`src/hdl/sound_monitor_pkg.sv`:
```
/*
 * sound_monitor_pkg: constants and carrier types for the silence / overload monitor.
 * assumes: 16-bit two's complement audio samples, one qualifying strobe per stereo sample.
 */
package sound_monitor_pkg;
    // sample format
    localparam int SAMPLE_W = 16;
    localparam int MAG_W = 15;
    // silence duration: required samples = (code + 1) * 241 * 256 / 7, rounded up
    localparam int DUR_MUL = 241;
    localparam int DUR_SCALE = 256;
    localparam int DUR_DIV = 7;
    localparam logic [19:0] DUR_STEP = 20'(DUR_MUL * DUR_SCALE);
    localparam logic [19:0] DUR_INC = 20'(DUR_DIV);
    localparam logic [19:0] DUR_CNT_RST = 20'h00000;
    // threshold exponents in quarter-octave units (5*log2 dB = one half of a quarter-octave pair)
    localparam logic [5:0] SIL_Q_OFS = 6'h02;  // silence: q = 2*code - 2
    localparam logic [5:0] OVL_Q_OFS = 6'h1d;  // overload: q = 2*code + 29
    // fractional steps of 2^(k/4), scaled by 128
    localparam logic [7:0] FRAC_Q0 = 8'h80;
    localparam logic [7:0] FRAC_Q1 = 8'h98;
    localparam logic [7:0] FRAC_Q2 = 8'hb5;
    localparam logic [7:0] FRAC_Q3 = 8'hd7;
    // pin routing codes
    localparam logic [1:0] ROUTE_MONO = 2'b00;
    localparam logic [1:0] ROUTE_OVL = 2'b01;
    localparam logic [1:0] ROUTE_SIL = 2'b10;
    localparam logic [1:0] ROUTE_OFF = 2'b11;
    // reset values
    localparam logic [MAG_W-1:0] PEAK_RST = 15'h0000;
    localparam logic [SAMPLE_W-1:0] SAMPLE_RST = 16'h0000;

    typedef struct packed {
        logic [SAMPLE_W-1:0] left;
        logic [SAMPLE_W-1:0] right;
    } stereo_t;

    typedef struct packed {
        logic [3:0] quiet_level_sel;
        logic [3:0] quiet_time_sel;
        logic [3:0] clip_level_sel;
        logic flag_route_hi;
        logic flag_route_lo;
        logic flag_a_invert;
        logic flag_b_invert;
    } monitor_cfg_t;
endpackage

```
`src/hdl/sound_monitor.sv`:
```
/*
 * sound_monitor: per-channel silence and overload detection driving two flag pins,
 * with a running positive peak per channel and an untouched audio pass-through.
 * assumes: settings are static or change between samples; peak_read_done pulses once
 * when the controller has finished a peak readout; all inputs are synchronous to mclk.
 */
module sound_monitor #(
    parameter int SAMPLE_BITS = 16
) (
    // clock and reset
    input wire logic mclk,
    input wire logic rst,
    // audio in from the processing chain
    input wire sound_monitor_pkg::stereo_t sample_in,
    input wire logic sample_valid,
    // settings
    input wire sound_monitor_pkg::monitor_cfg_t cfg,
    // controller has completed a peak readout
    input wire logic peak_read_done,
    // audio out, unchanged
    output sound_monitor_pkg::stereo_t sample_out,
    output logic sample_out_valid,
    // running positive peaks
    output logic [sound_monitor_pkg::MAG_W-1:0] peak_left,
    output logic [sound_monitor_pkg::MAG_W-1:0] peak_right,
    // flag pins
    output logic flag_out_a,
    output logic flag_out_b
);
    import sound_monitor_pkg::*;

    // refuse other sample widths at elaboration; magnitude and peak paths assume 16 bits
    if (SAMPLE_BITS != SAMPLE_W)
    begin
        $error("sound_monitor: only 16-bit samples are supported");
    end

    // linear threshold 2^(q/4), q in quarter-octave steps; result fits 15 bits for q <= 59
    function automatic logic [MAG_W-1:0] quarter_pow(input logic [5:0] q);
        logic [7:0] frac;
        logic [22:0] wide;
        frac = FRAC_Q0;
        unique case (q[1:0])
            2'b00: frac = FRAC_Q0;
            2'b01: frac = FRAC_Q1;
            2'b10: frac = FRAC_Q2;
            2'b11: frac = FRAC_Q3;
        endcase
        wide = (23'(frac) << q[5:2]) >> 7;
        return wide[MAG_W-1:0];
    endfunction

    // magnitude of a sample, full-scale negative saturates
    function automatic logic [MAG_W-1:0] magnitude(input logic [SAMPLE_W-1:0] s);
        logic [SAMPLE_W-1:0] neg;
        neg = -s;
        if (!s[SAMPLE_W-1])
            return s[MAG_W-1:0];
        else if (neg[SAMPLE_W-1])
            return {MAG_W{1'b1}};
        else
            return neg[MAG_W-1:0];
    endfunction

    // positive part only; negative samples count as zero for peaks
    function automatic logic [MAG_W-1:0] positive(input logic [SAMPLE_W-1:0] s);
        return s[SAMPLE_W-1] ? PEAK_RST : s[MAG_W-1:0];
    endfunction

    // quiet when below the level threshold; code 0 accepts digital zero only
    function automatic logic is_quiet(input logic [SAMPLE_W-1:0] s, input logic [3:0] code);
        logic [5:0] q;
        q = {1'b0, code, 1'b0} - SIL_Q_OFS;
        if (code == 4'h0)
            return (s == SAMPLE_RST);
        else
            return (magnitude(s) < quarter_pow(q));
    endfunction

    logic [5:0] clip_q;
    logic [MAG_W-1:0] clip_thr;
    logic [19:0] dur_target;
    logic [MAG_W-1:0] pos_l;
    logic [MAG_W-1:0] pos_r;
    logic quiet_l;
    logic quiet_r;
    logic [19:0] dur_l_r;
    logic [19:0] dur_r_r;
    logic sil_l_r;
    logic sil_r_r;
    logic ovl_l_r;
    logic ovl_r_r;
    logic [MAG_W-1:0] peak_l_r;
    logic [MAG_W-1:0] peak_r_r;
    logic [1:0] route;
    logic raw_a;
    logic raw_b;

    // thresholds follow the live settings, so a change applies on the next sample
    assign clip_q = {1'b0, cfg.clip_level_sel, 1'b0} + OVL_Q_OFS;
    assign clip_thr = quarter_pow(clip_q);
    // counter advances by 7 per sample, so compare against (T+1)*241*256 exactly
    assign dur_target = 20'(({16'h0000, cfg.quiet_time_sel} + 20'h00001) * DUR_STEP);
    assign pos_l = positive(sample_in.left);
    assign pos_r = positive(sample_in.right);
    assign quiet_l = is_quiet(sample_in.left, cfg.quiet_level_sel);
    assign quiet_r = is_quiet(sample_in.right, cfg.quiet_level_sel);

    // audio pass-through, never altered by any detection result
    always_ff @(posedge mclk or posedge rst)
    begin
        if (rst)
        begin
            sample_out <= '0;
            sample_out_valid <= 1'b0;
        end
        else
        begin
            sample_out <= sample_in;
            sample_out_valid <= sample_valid;
        end
    end

    // quiet-time counters and silence flags, one per channel
    always_ff @(posedge mclk or posedge rst)
    begin
        if (rst)
        begin
            dur_l_r <= DUR_CNT_RST;
            dur_r_r <= DUR_CNT_RST;
            sil_l_r <= 1'b0;
            sil_r_r <= 1'b0;
        end
        else if (sample_valid)
        begin
            if (!quiet_l)
            begin
                dur_l_r <= DUR_CNT_RST;
                sil_l_r <= 1'b0;
            end
            else
            begin
                // stop counting once at or above the target so the counter cannot wrap
                if (dur_l_r < dur_target)
                    dur_l_r <= dur_l_r + DUR_INC;
                sil_l_r <= (dur_l_r + DUR_INC >= dur_target);
            end
            if (!quiet_r)
            begin
                dur_r_r <= DUR_CNT_RST;
                sil_r_r <= 1'b0;
            end
            else
            begin
                if (dur_r_r < dur_target)
                    dur_r_r <= dur_r_r + DUR_INC;
                sil_r_r <= (dur_r_r + DUR_INC >= dur_target);
            end
        end
    end

    // running peaks; a read restarts collection but the current sample still counts
    always_ff @(posedge mclk or posedge rst)
    begin
        if (rst)
        begin
            peak_l_r <= PEAK_RST;
            peak_r_r <= PEAK_RST;
        end
        else if (peak_read_done)
        begin
            peak_l_r <= sample_valid ? pos_l : PEAK_RST;
            peak_r_r <= sample_valid ? pos_r : PEAK_RST;
        end
        else if (sample_valid)
        begin
            if (pos_l > peak_l_r)
                peak_l_r <= pos_l;
            if (pos_r > peak_r_r)
                peak_r_r <= pos_r;
        end
    end

    // sticky overload flags; an overload in the read cycle wins over the release
    always_ff @(posedge mclk or posedge rst)
    begin
        if (rst)
        begin
            ovl_l_r <= 1'b0;
            ovl_r_r <= 1'b0;
        end
        else
        begin
            ovl_l_r <= (sample_valid && pos_l > clip_thr) || (ovl_l_r && !peak_read_done);
            ovl_r_r <= (sample_valid && pos_r > clip_thr) || (ovl_r_r && !peak_read_done);
        end
    end

    // pin routing, then per-pin polarity
    assign route = {cfg.flag_route_hi, cfg.flag_route_lo};
    always_comb
    begin
        raw_a = 1'b0;
        raw_b = 1'b0;
        unique case (route)
            ROUTE_MONO:
            begin
                raw_a = ovl_l_r | ovl_r_r;
                raw_b = sil_l_r & sil_r_r;
            end
            ROUTE_OVL:
            begin
                raw_a = ovl_l_r;
                raw_b = ovl_r_r;
            end
            ROUTE_SIL:
            begin
                raw_a = sil_l_r;
                raw_b = sil_r_r;
            end
            ROUTE_OFF:
            begin
                raw_a = 1'b0;
                raw_b = 1'b0;
            end
        endcase
    end

    // registered pins; reset drives them low, then from the first edge they show inactive with the polarity then selected
    always_ff @(posedge mclk or posedge rst)
    begin
        if (rst)
        begin
            flag_out_a <= 1'b0;
            flag_out_b <= 1'b0;
        end
        else
        begin
            flag_out_a <= raw_a ^ cfg.flag_a_invert;
            flag_out_b <= raw_b ^ cfg.flag_b_invert;
        end
    end

    assign peak_left = peak_l_r;
    assign peak_right = peak_r_r;
endmodule

```
`config.mk`:
```
export PLATFORM = sky130hd
export DESIGN_NAME = sound_monitor
export DESIGN_NICKNAME = d
export VERILOG_FILES = /design/src/hdl/sound_monitor_pkg.sv /design/src/hdl/sound_monitor.sv
export SDC_FILE = /design/constraint.sdc
export NUM_CORES = 1
export LEC_CHECK = 0
export BUFFER_PORTS_ARGS = -buffer_cell sky130_fd_sc_hd__buf_2
export CAP_MARGIN = 20
export CORE_ASPECT_RATIO = 1.25
export CORE_MARGIN = 1
export CORE_UTILIZATION = 30
export DETAILED_ROUTE_END_ITERATION = 7
export SETUP_SLACK_MARGIN = 0.3
export SLEW_MARGIN = 20
export SYNTH_ARGS = -nofsm -noshare
export SYNTH_HDL_FRONTEND = slang
export SYNTH_SLANG_ARGS = --single-unit
```
`constraint.sdc`:
```
create_clock -name mclk -period 4.3 [get_ports mclk]
set_clock_uncertainty 0.05 [all_clocks]
set_input_delay 0.215 -clock mclk [delete_from_list [all_inputs] [get_ports mclk]]
set_output_delay 0.215 -clock mclk [all_outputs]
set_load 0.02 [all_outputs]
```
; Yosys cells after proc, flatten, opt, wreduce, memory -nomap -nowiden
; Cells that the tools add are included.
[classes]
n_addsub = 7
mul = 1
magnitude_cmp = 10
n_eq_ne = 11
shifts = 2
mux = 29
n_bitwise = 4
n_reduce_logical = 20
[op_table]
columns = op, count
row1 = 15-bit 2-to-1 mux, 16
row2 = 20-bit 2-to-1 mux, 4
row3 = 8-bit one-hot mux with 4 select lines, 2
row4 = 15-bit > comparator, 4
row5 = 8-bit by 4-bit left shift with 22-bit output, 2
row6 = "20-bit by 3-bit adder with 20-bit output, second input constant", 2
row7 = 20-bit greater-or-equal comparator, 2
row8 = 20-bit less-than comparator, 2
row9 = 16-bit logical NOT, 2
row10 = 16-bit negator, 2
row11 = 15-bit less-than comparator, 2
row12 = "2-bit == test, second input constant", 6
row13 = "5-bit by 8-bit multiplier with 12-bit output, second input constant", 1
row14 = 8-bit 2-to-1 mux, 1
row15 = 1-bit one-hot mux with 4 select lines, 2
row16 = 2-bit AND reduction, 4
row17 = "5-bit by 5-bit adder with 6-bit output, second input constant", 1
row18 = "2-bit by 1-bit == test with 1-bit output, second input constant", 3
row19 = 2-bit logical NOT, 3
row20 = 2-bit nonzero test, 3
row21 = "5-bit by 2-bit subtractor with 6-bit output, second input constant", 1
row22 = "4-bit by 1-bit adder with 5-bit output, second input constant", 1
row23 = 1-bit logical AND, 4
row24 = 4-bit logical NOT, 1
row25 = 7 further kinds, 13
[word_totals]
register_bits = 109
out_inout_bits = 65
elab_cells = 97

; Longest topological paths before layout
; Gate-level depths: netlist of run 1.
[logic_depth]
ltp_word = 9
depth_mapped = 21
ltp_nobuf = 20

; Least setup slack after synthesis of run 1
; OpenSTA, ideal clock, no wires.
[synth_timing]
kind = input-to-reg
start = in cfg[8] (netlist name)
end = reg dur_r_r[8]
setup_ps = 145
arrival_ps = 4408
path_slack_ps = -303
path_stages = 19
n_path_buf = 1
cell_sequence = and3_2 -> xnor2_2 -> inv_1 -> ha_1 -> ha_1 -> inv_1 -> fa_1 -> inv_1 -> ha_1 -> xnor2_1 -> ha_1 -> or4_1 -> a211oi_1 -> a2bb2oi_1 -> a21oi_1 -> a21o_1 -> buf_2 -> o311ai_1 -> o221ai_1
[synth_via]
elab_chain_len = 5
[synth_rtl]
columns = item, line_no
row1 = start: declaration, sound_monitor.sv:17  ; input wire sound_monitor_pkg::monitor_cfg_t cfg,
row2 = 4-bit by 1-bit adder with 5-bit output, sound_monitor.sv:103  ; assign dur_target = 20'(({16'h0000, cfg.quiet_time_sel} + 20'h00001) * DUR_STEP);
row3 = 5-bit by 8-bit multiplier with 12-bit output, sound_monitor.sv:103
row4 = 20-bit less-than comparator, sound_monitor.sv:155  ; if (dur_r_r < dur_target)
row5 = 2-bit by 1-bit inequality test with 1-bit output (no line), -
row6 = 2-bit AND reduction (no line), -
row7 = end signal: assignment, sound_monitor.sv:156  ; dur_r_r <= dur_r_r + DUR_INC;
row8 = end: declaration, sound_monitor.sv:88  ; logic [19:0] dur_r_r;
; Every way passes these cells.
; A chain may end at the register's enable or synchronous reset.

; Worst setup path after layout of run 1
[layout_timing]
start = in cfg[8] (netlist name)
end = reg dur_l_r[6]
[layout_via]
elab_chain_len = 5
[layout_rtl]
columns = item, line_no
row1 = 4-bit by 1-bit adder with 5-bit output, sound_monitor.sv:103
row2 = 5-bit by 8-bit multiplier with 12-bit output, sound_monitor.sv:103
row3 = 20-bit less-than comparator, sound_monitor.sv:144  ; if (dur_l_r < dur_target)
row4 = 2-bit by 1-bit inequality test with 1-bit output (no line), -
row5 = 2-bit AND reduction (no line), -
row6 = end signal: assignment, sound_monitor.sv:145  ; dur_l_r <= dur_l_r + DUR_INC;
row7 = end: declaration, sound_monitor.sv:87  ; logic [19:0] dur_l_r;
; Every way passes these cells.

==> impl_metrics.json, run 1 <==
{
  "fin_ws_ns": 0.2895,
  "worstMarginPinSlew_ns": 0.8767,
  "synthTopCellsByCount": "ha_1 (156), dfrtp_1 (109), inv_1 (106)",
  "io_buffer_count": 116,
  "relSlewSlack_pct": 41.13,
  "placement_rows": 75,
  "firstDrtPassIters": 6,
  "yosysMostFrequentCell": "ha_1",
  "antenna_found_initial": 2,
  "cts_made_buffers": 9,
  "fin_cells": 1789,
  "cts_tree": "done",
  "drc_errors": 0,
  "fmax_mhz": 249.3,
  "routedWlPerCell_um": 17.29,
  "grt.met1_usage_pct": 20.46,
  "grt_max_degree": 45,
  "netlist_area_um2": 10160,
  "syn_to_final_growth_pct": 25.84,
  "worstSetupPathType": "primary input to flip-flop",
  "top_usage_layer": "met2",
  "p_leak_nw": 6.015,
  "drt_iter0_markers": 428,
  "grt_pass1_wl_um": 49290,
  "nets": 1574,
  "dieArea_um2": 34630,
  "die_w_um": 166.6,
  "yosysSeqAreaShare_pct": 26.83,
  "rsz0062_at_grt": "yes",
  "p_per_area_nw_per_um2": 308.7,
  "insertion_delay_ns": 0.37,
  "synth_edf_count": 0,
  "crit_arrival_ns": 4.27,
  "die_h_um": 207.8,
  "diodes": 0,
  "reg2reg_depth": 15,
  "grt_pass1_vias": 9517,
  "yosysTopAreaCell": "dfrtp_1",
  "htree_levels": 3,
  "hold_path.class": "primary input to flip-flop",
  "core_um2": 33500,
  "slew_viol_final": 0,
  "min_period_ns": 4.010,
  "path_delay_family": "adder cells",
  "hpwlAfterDp_um": 24270,
  "path_cells": "buf_8, and3_4, xnor2_4, inv_2, ha_4, ha_4, inv_2, fa_1, inv_2, ha_4, xnor2_4, ha_4, a211o_1, a211o_1, a222oi_1, buf_4, o21ai_4, a211oi_2, buf_4, and3b_1, a211o_1",
  "finalHoldViolCount": 0,
  "cpMostUsedCell": "ha_4",
  "gp_congestion": 0.8279,
  "ir_drop_mv": 0.1801,
  "cts-root-buf": "clkbuf_16",
  "fin_tns_setup_ns": 0,
  "post-route-period-util_pct": 93.27,
  "start_util_pct": 30.34,
  "required_ns": 4.56,
  "finalWirelength_um": 30930,
  "r2r_slack_ns": 0.51,
  "io_pins": 117,
  "synthTopCellsByArea": "dfrtp_1 (27%), ha_1 (19%), inv_1 (3.9%)",
  "critPathMaxStageDelay_ns": 0.52,
  "yosys_warnings": 0,
  "start_kind": "primary input",
  "clkSinkCount": 109,
  "synth-seq-cells": 109,
  "crit_path_max_fanout": 6,
  "dp.cells": 1736,
  "ys.flop_type": "dfrtp_1",
  "slowest_stage": "fa_1",
  "grt_remaining_overflow": 0,
  "dp_slack_ns": -0.3701,
  "grt_use_met3_pct": 2.307,
  "synth_nets": 1378,
  "cts.path.max_buffers": 2,
  "status": "finished clean",
  "vias": 9428,
  "hold-path-cell-count": 1,
  "viasPerCell": 5.270,
  "clk_pin_slew_ns": 0.08,
  "drtAntennaViolNets": 0,
  "cap_violations": 0,
  "layout-drive-gt1-share_pct": 22.40,
  "grt.met2_usage_pct": 33.86,
  "crit_path_end_kind": "flip-flop",
  "syn_avg_cell_area_um2": 8.725,
  "grtUsageTotal_pct": 17.94,
  "setup_viol": 0,
  "ys_async_sr_fraction_pct": 100.0,
  "path_buf_inv": 6,
  "cp.depth": 21,
  "synth.distinct_cells": 83,
  "yosysTopAreaCellShare_pct": 26.83,
  "syn-instance-count": 1165
}
worst reg2reg max path: stages, from the launching register on:
cell and delay, ns:
dfrtp_1 0.40, inv_1 0.08, ha_1 0.25, nor2b_1 0.20, nor3_1 0.66, nand3_1 0.19, xnor2_1 0.18, ha_1 0.29
nand4_1 0.12, nor4_1 0.26, o21ai_0 0.11, o32a_1 0.32, a31oi_1 0.15, maj3_2 0.22, a21oi_2 0.04, o32ai_2 0.19
through the flow:
| stage | util, % | area (µm²) | total power, mW | hold WS, ns |
|---|---|---|---|---|
| CTS | 37.32 | 12500 | 3.901 | 0.001075 |
| finish | 38.18 | 12790 | 3.949 | 0.01706 |
| detailed placement | 35.24 | 11810 | 2.935 | 0.1850 |
| floorplan | - | 10310 | 2.317 | 0.1964 |
| global route | 38.18 | 12790 | 4.236 | 0.009589 |
| global placement | 35.24 | 11810 | 2.897 | 0.1811 |
cells by family after synthesis:
family,synth area share (%)
mux,0.8124
buf+inv,5.761
simple gates,18.92
flops,26.83
xor+xnor,5.244
compound gates,21.74
fa+ha+maj,20.69
flip-flops by register name, summed over array words and instances (netlist names), 15 cells and up:
signal	flops
peak_right	15
peak_left	15
sample_out	32
dur_r_r	20
dur_l_r	20
cell type report:
class / count / area [µm²]
timing repair buffer: 229 / 1569
fill: 3323 / 20710
sequential: 109 / 2728
clock buffer: 9 / 225.2
tap: 423 / 529.3
multi-input combinational: 906 / 7276
clock inverter: 7 / 63.81
inverter: 106 / 400.4
worst paths after layout:
path                                    start          endpoint
worst max-delay path                   cfg[8]        dur_l_r[6]
worst min-delay path            sample_in[27]    sample_out[27]
worst max register to register     dur_l_r[0]           sil_l_r
worst min register to register  peak_right[8]     peak_right[8]
max in group asynchronous                 rst      peak_left[5]
min in group asynchronous                 rst  sample_out_valid
routing by layer:
metal / part of all wire, % / up-vias
li1: - / 4638
met4: 2.6 / 4
met2: 53 / 166
met1: 42 / 4569
met5: 0.10 / -
met3: 2.7 / 51
cells in the final DEF (no fill, tap or decap), types with 25 or more instances in the layout:
master	n
nor2_1	51
inv_1	101
o21ai_0	45
buf_2	113
a21oi_1	46
nand4_1	25
buf_4	78
nand2_1	101
nand2b_1	34
xor2_1	31
nor2b_1	27
dlygate4sd3_1	25
dfrtp_1	109
nand3_1	33
ha_1	144
repair_timing:
action,in CTS,in global routing
hold endpoints to repair,48,0
hold buffers,25,0
pin swaps,28,35
buffers inserted,6,6
resized for setup,24,43
setup endpoints to repair,41,42
power by group:
group	switching (mW)	internal, mW
combinational	1.05	0.859
sequential	0.0712	1.10
clock	0.451	0.409
Power figures use the tool's default switching activity.
==> inputs of run 2 (changes only) <==
==> constraint.sdc (replaced) <==
create_clock -name mclk -period 4.6 [get_ports mclk]
set_clock_uncertainty 0.05 [all_clocks]
set_input_delay 0.23 -clock mclk [delete_from_list [all_inputs] [get_ports mclk]]
set_output_delay 0.23 -clock mclk [all_outputs]
set_load 0.02 [all_outputs]
==> run 2 against run 1 <==
First-iteration DRC count rose by 0.70%; power fell by 11%; sequential power fell by 7%; flip-flop and latch count did not move; global-route usage fell by 0.59 points; combinational power fell by 16%; clock power fell by 5.9%; die area did not move; cell area fell by 3.5%; highest routed layer is now met4; largest power group unchanged.
==> impl_metrics.json, run 2 (synthesis gave the netlist of run 1 again) <==
{
  "drc_errors": 0,
  "die_h_um": 207.8,
  "io_buffer_count": 116,
  "path_buf_inv": 5,
  "final_common_cell": "ha_1",
  "relSlewSlack_pct": 46.67,
  "hold_ws_ns": 0.01921,
  "grt_use_met3_pct": 2.631,
  "grt_pass1_wl_um": 47840,
  "drtAntennaViolNets": 0,
  "grt_remaining_overflow": 0,
  "seqCellArea_um2": 2728,
  "viasPerCell": 5.276,
  "finalHoldViolCount": 0,
  "cts_tree": "done",
  "critPathMaxStageDelay_ns": 0.50,
  "cts_made_buffers": 9,
  "die_w_um": 166.6,
  "crit_arrival_ns": 4.41,
  "final_cell_mix": "ha_1 (148), buf_2 (113), dfrtp_1 (109)",
  "routedWlPerCell_um": 17.12,
  "p_leak_nw": 5.814,
  "vias": 9244,
  "crit_path_end_kind": "flip-flop",
  "cts.path.max_buffers": 2,
  "top_usage_layer": "met2",
  "placement_rows": 75,
  "grtUsageTotal_pct": 17.35,
  "required_ns": 4.85,
  "fmax_mhz": 240.0,
  "grt.met1_usage_pct": 20.62,
  "path_delay_family": "adder cells",
  "r2r_slack_ns": 0.78,
  "setup_viol": 0,
  "worstSetupPathType": "primary input to flip-flop",
  "diodes": 0,
  "post-route-period-util_pct": 90.57,
  "clk_pin_slew_ns": 0.08,
  "status": "finished clean",
  "clkSinkCount": 109,
  "slowest_stage": "fa_1",
  "multiInputGateArea_um2": 7096,
  "grt_pass1_vias": 9160,
  "largest_register": "sample_out",
  "power_mw": 3.506,
  "cap_violations": 0,
  "hpwlAfterDp_um": 23360,
  "rsz0062_at_grt": "yes",
  "largestRegisters": "sample_out x32, dur_l_r x20, dur_r_r x20",
  "antenna_found_initial": 0,
  "finalWirelength_um": 30000,
  "crit_path_max_fanout": 5,
  "hold_path.class": "primary input to flip-flop",
  "core_um2": 33500,
  "min_period_ns": 4.166,
  "fillers": 3390,
  "grt.met2_usage_pct": 31.44,
  "cts-root-buf": "clkbuf_16",
  "insertion_delay_ns": 0.37,
  "nets": 1537,
  "dieArea_um2": 34630,
  "path_cells": "buf_8, and3_4, xnor2_4, inv_1, ha_1, ha_1, inv_2, fa_1, inv_2, ha_4, xnor2_4, ha_4, a211o_1, a211o_1, a222oi_1, o21ai_2, a211oi_4, buf_4, nand3b_1, nand2_1",
  "firstDrtPassIters": 5,
  "layout-drive-gt1-share_pct": 18.59,
  "largest_register_ffs": 32,
  "start_util_pct": 30.34,
  "slew_viol_final": 0,
  "start_kind": "primary input",
  "drt_iter0_markers": 431,
  "worstMarginPinSlew_ns": 0.7990,
  "grt_max_degree": 80,
  "p_per_area_nw_per_um2": 284.0,
  "gp_congestion": 0.8737,
  "htree_levels": 3,
  "ir_drop_mv": 0.2106,
  "io_pins": 117,
  "syn_to_final_growth_pct": 21.47
}
==> run 2: cell count changes in the layout (fill, tap and decap cells not counted), moves of 3 or more <==
cell           delta
buf_4            -30
buf_6             -6
dlygate4sd3_1     -3
ha_1              +4
ha_4              -6
o21ai_1           +6
o21ai_2           -7
==> run 2: layout make-up <==
cell class	count	area share [%]
clock buffer	9	1.824
multi-input combinational	906	57.47
timing repair buffer	192	10.46
tap	423	4.287
sequential	109	22.09
clock inverter	7	0.6080
inverter	106	3.263
==> run 2: report_power, final <==
part / leakage, nW / internal, mW / switching, mW
logic: 4.26 / 0.679 / 0.918
clock network: 0.148 / 0.386 / 0.423
registers: 1.41 / 1.03 / 0.0680
==> run 2: worst reg2reg max path, delay by kind of cell, from the launching register on <==
family | cells | cell delay (ns)
XOR/XNOR | 1 | 0.20
AO/OA/AOI/OAI | 5 | 0.97
adder cells (fa/ha/maj) | 3 | 0.76
buffers and inverters | 1 | 0.09
AND/OR/NAND/NOR | 5 | 1.24
flip-flops | 1 | 0.41
==> run 2: path summary, 6_finish.rpt <==
check,start,to,cells past startpoint
worst max-delay path,cfg[10],dur_l_r[17],20
worst min-delay path,sample_in[22],sample_out[22],1
worst max register to register,dur_l_r[0],sil_l_r,15
worst min register to register,peak_right[12],peak_right[12],1
max in group asynchronous,rst,dur_r_r[3],4
min in group asynchronous,rst,sample_out[17],3
==> run 2: per-layer routing <==
layer  vias to the layer above  wire, µm
met4                         0       827
met3                        49      1031
met1                      4431     12980
met2                       191     15160
li1                       4573         -
met5                         -         0
==> run 2: what timing repair did <==
item,in CTS,in global routing
setup buffers,0,6
cloned,0,1
gates resized for setup,1,36
endpoints found under the setup margin,8,42
hold buffers,20,2
pin swaps,0,21
endpoints found under the hold margin,20,11
==> run 2: metrics by stage <==
step           utilization (%)  TNS [ns]  area, µm²  std cells  worst slack (ns)
2_1_floorplan                -         0      10290       1165            0.2982
3_3_place_gp             34.58  -0.05962      11590       1707          -0.02226
3_5_place_dp             34.58   -0.7875      11590       1707           -0.1034
6_report                 36.86         0      12350       1752            0.4336
4_1_cts                  36.10         0      12090       1743            0.3055
5_1_grt                  36.86         0      12350       1752            0.1977
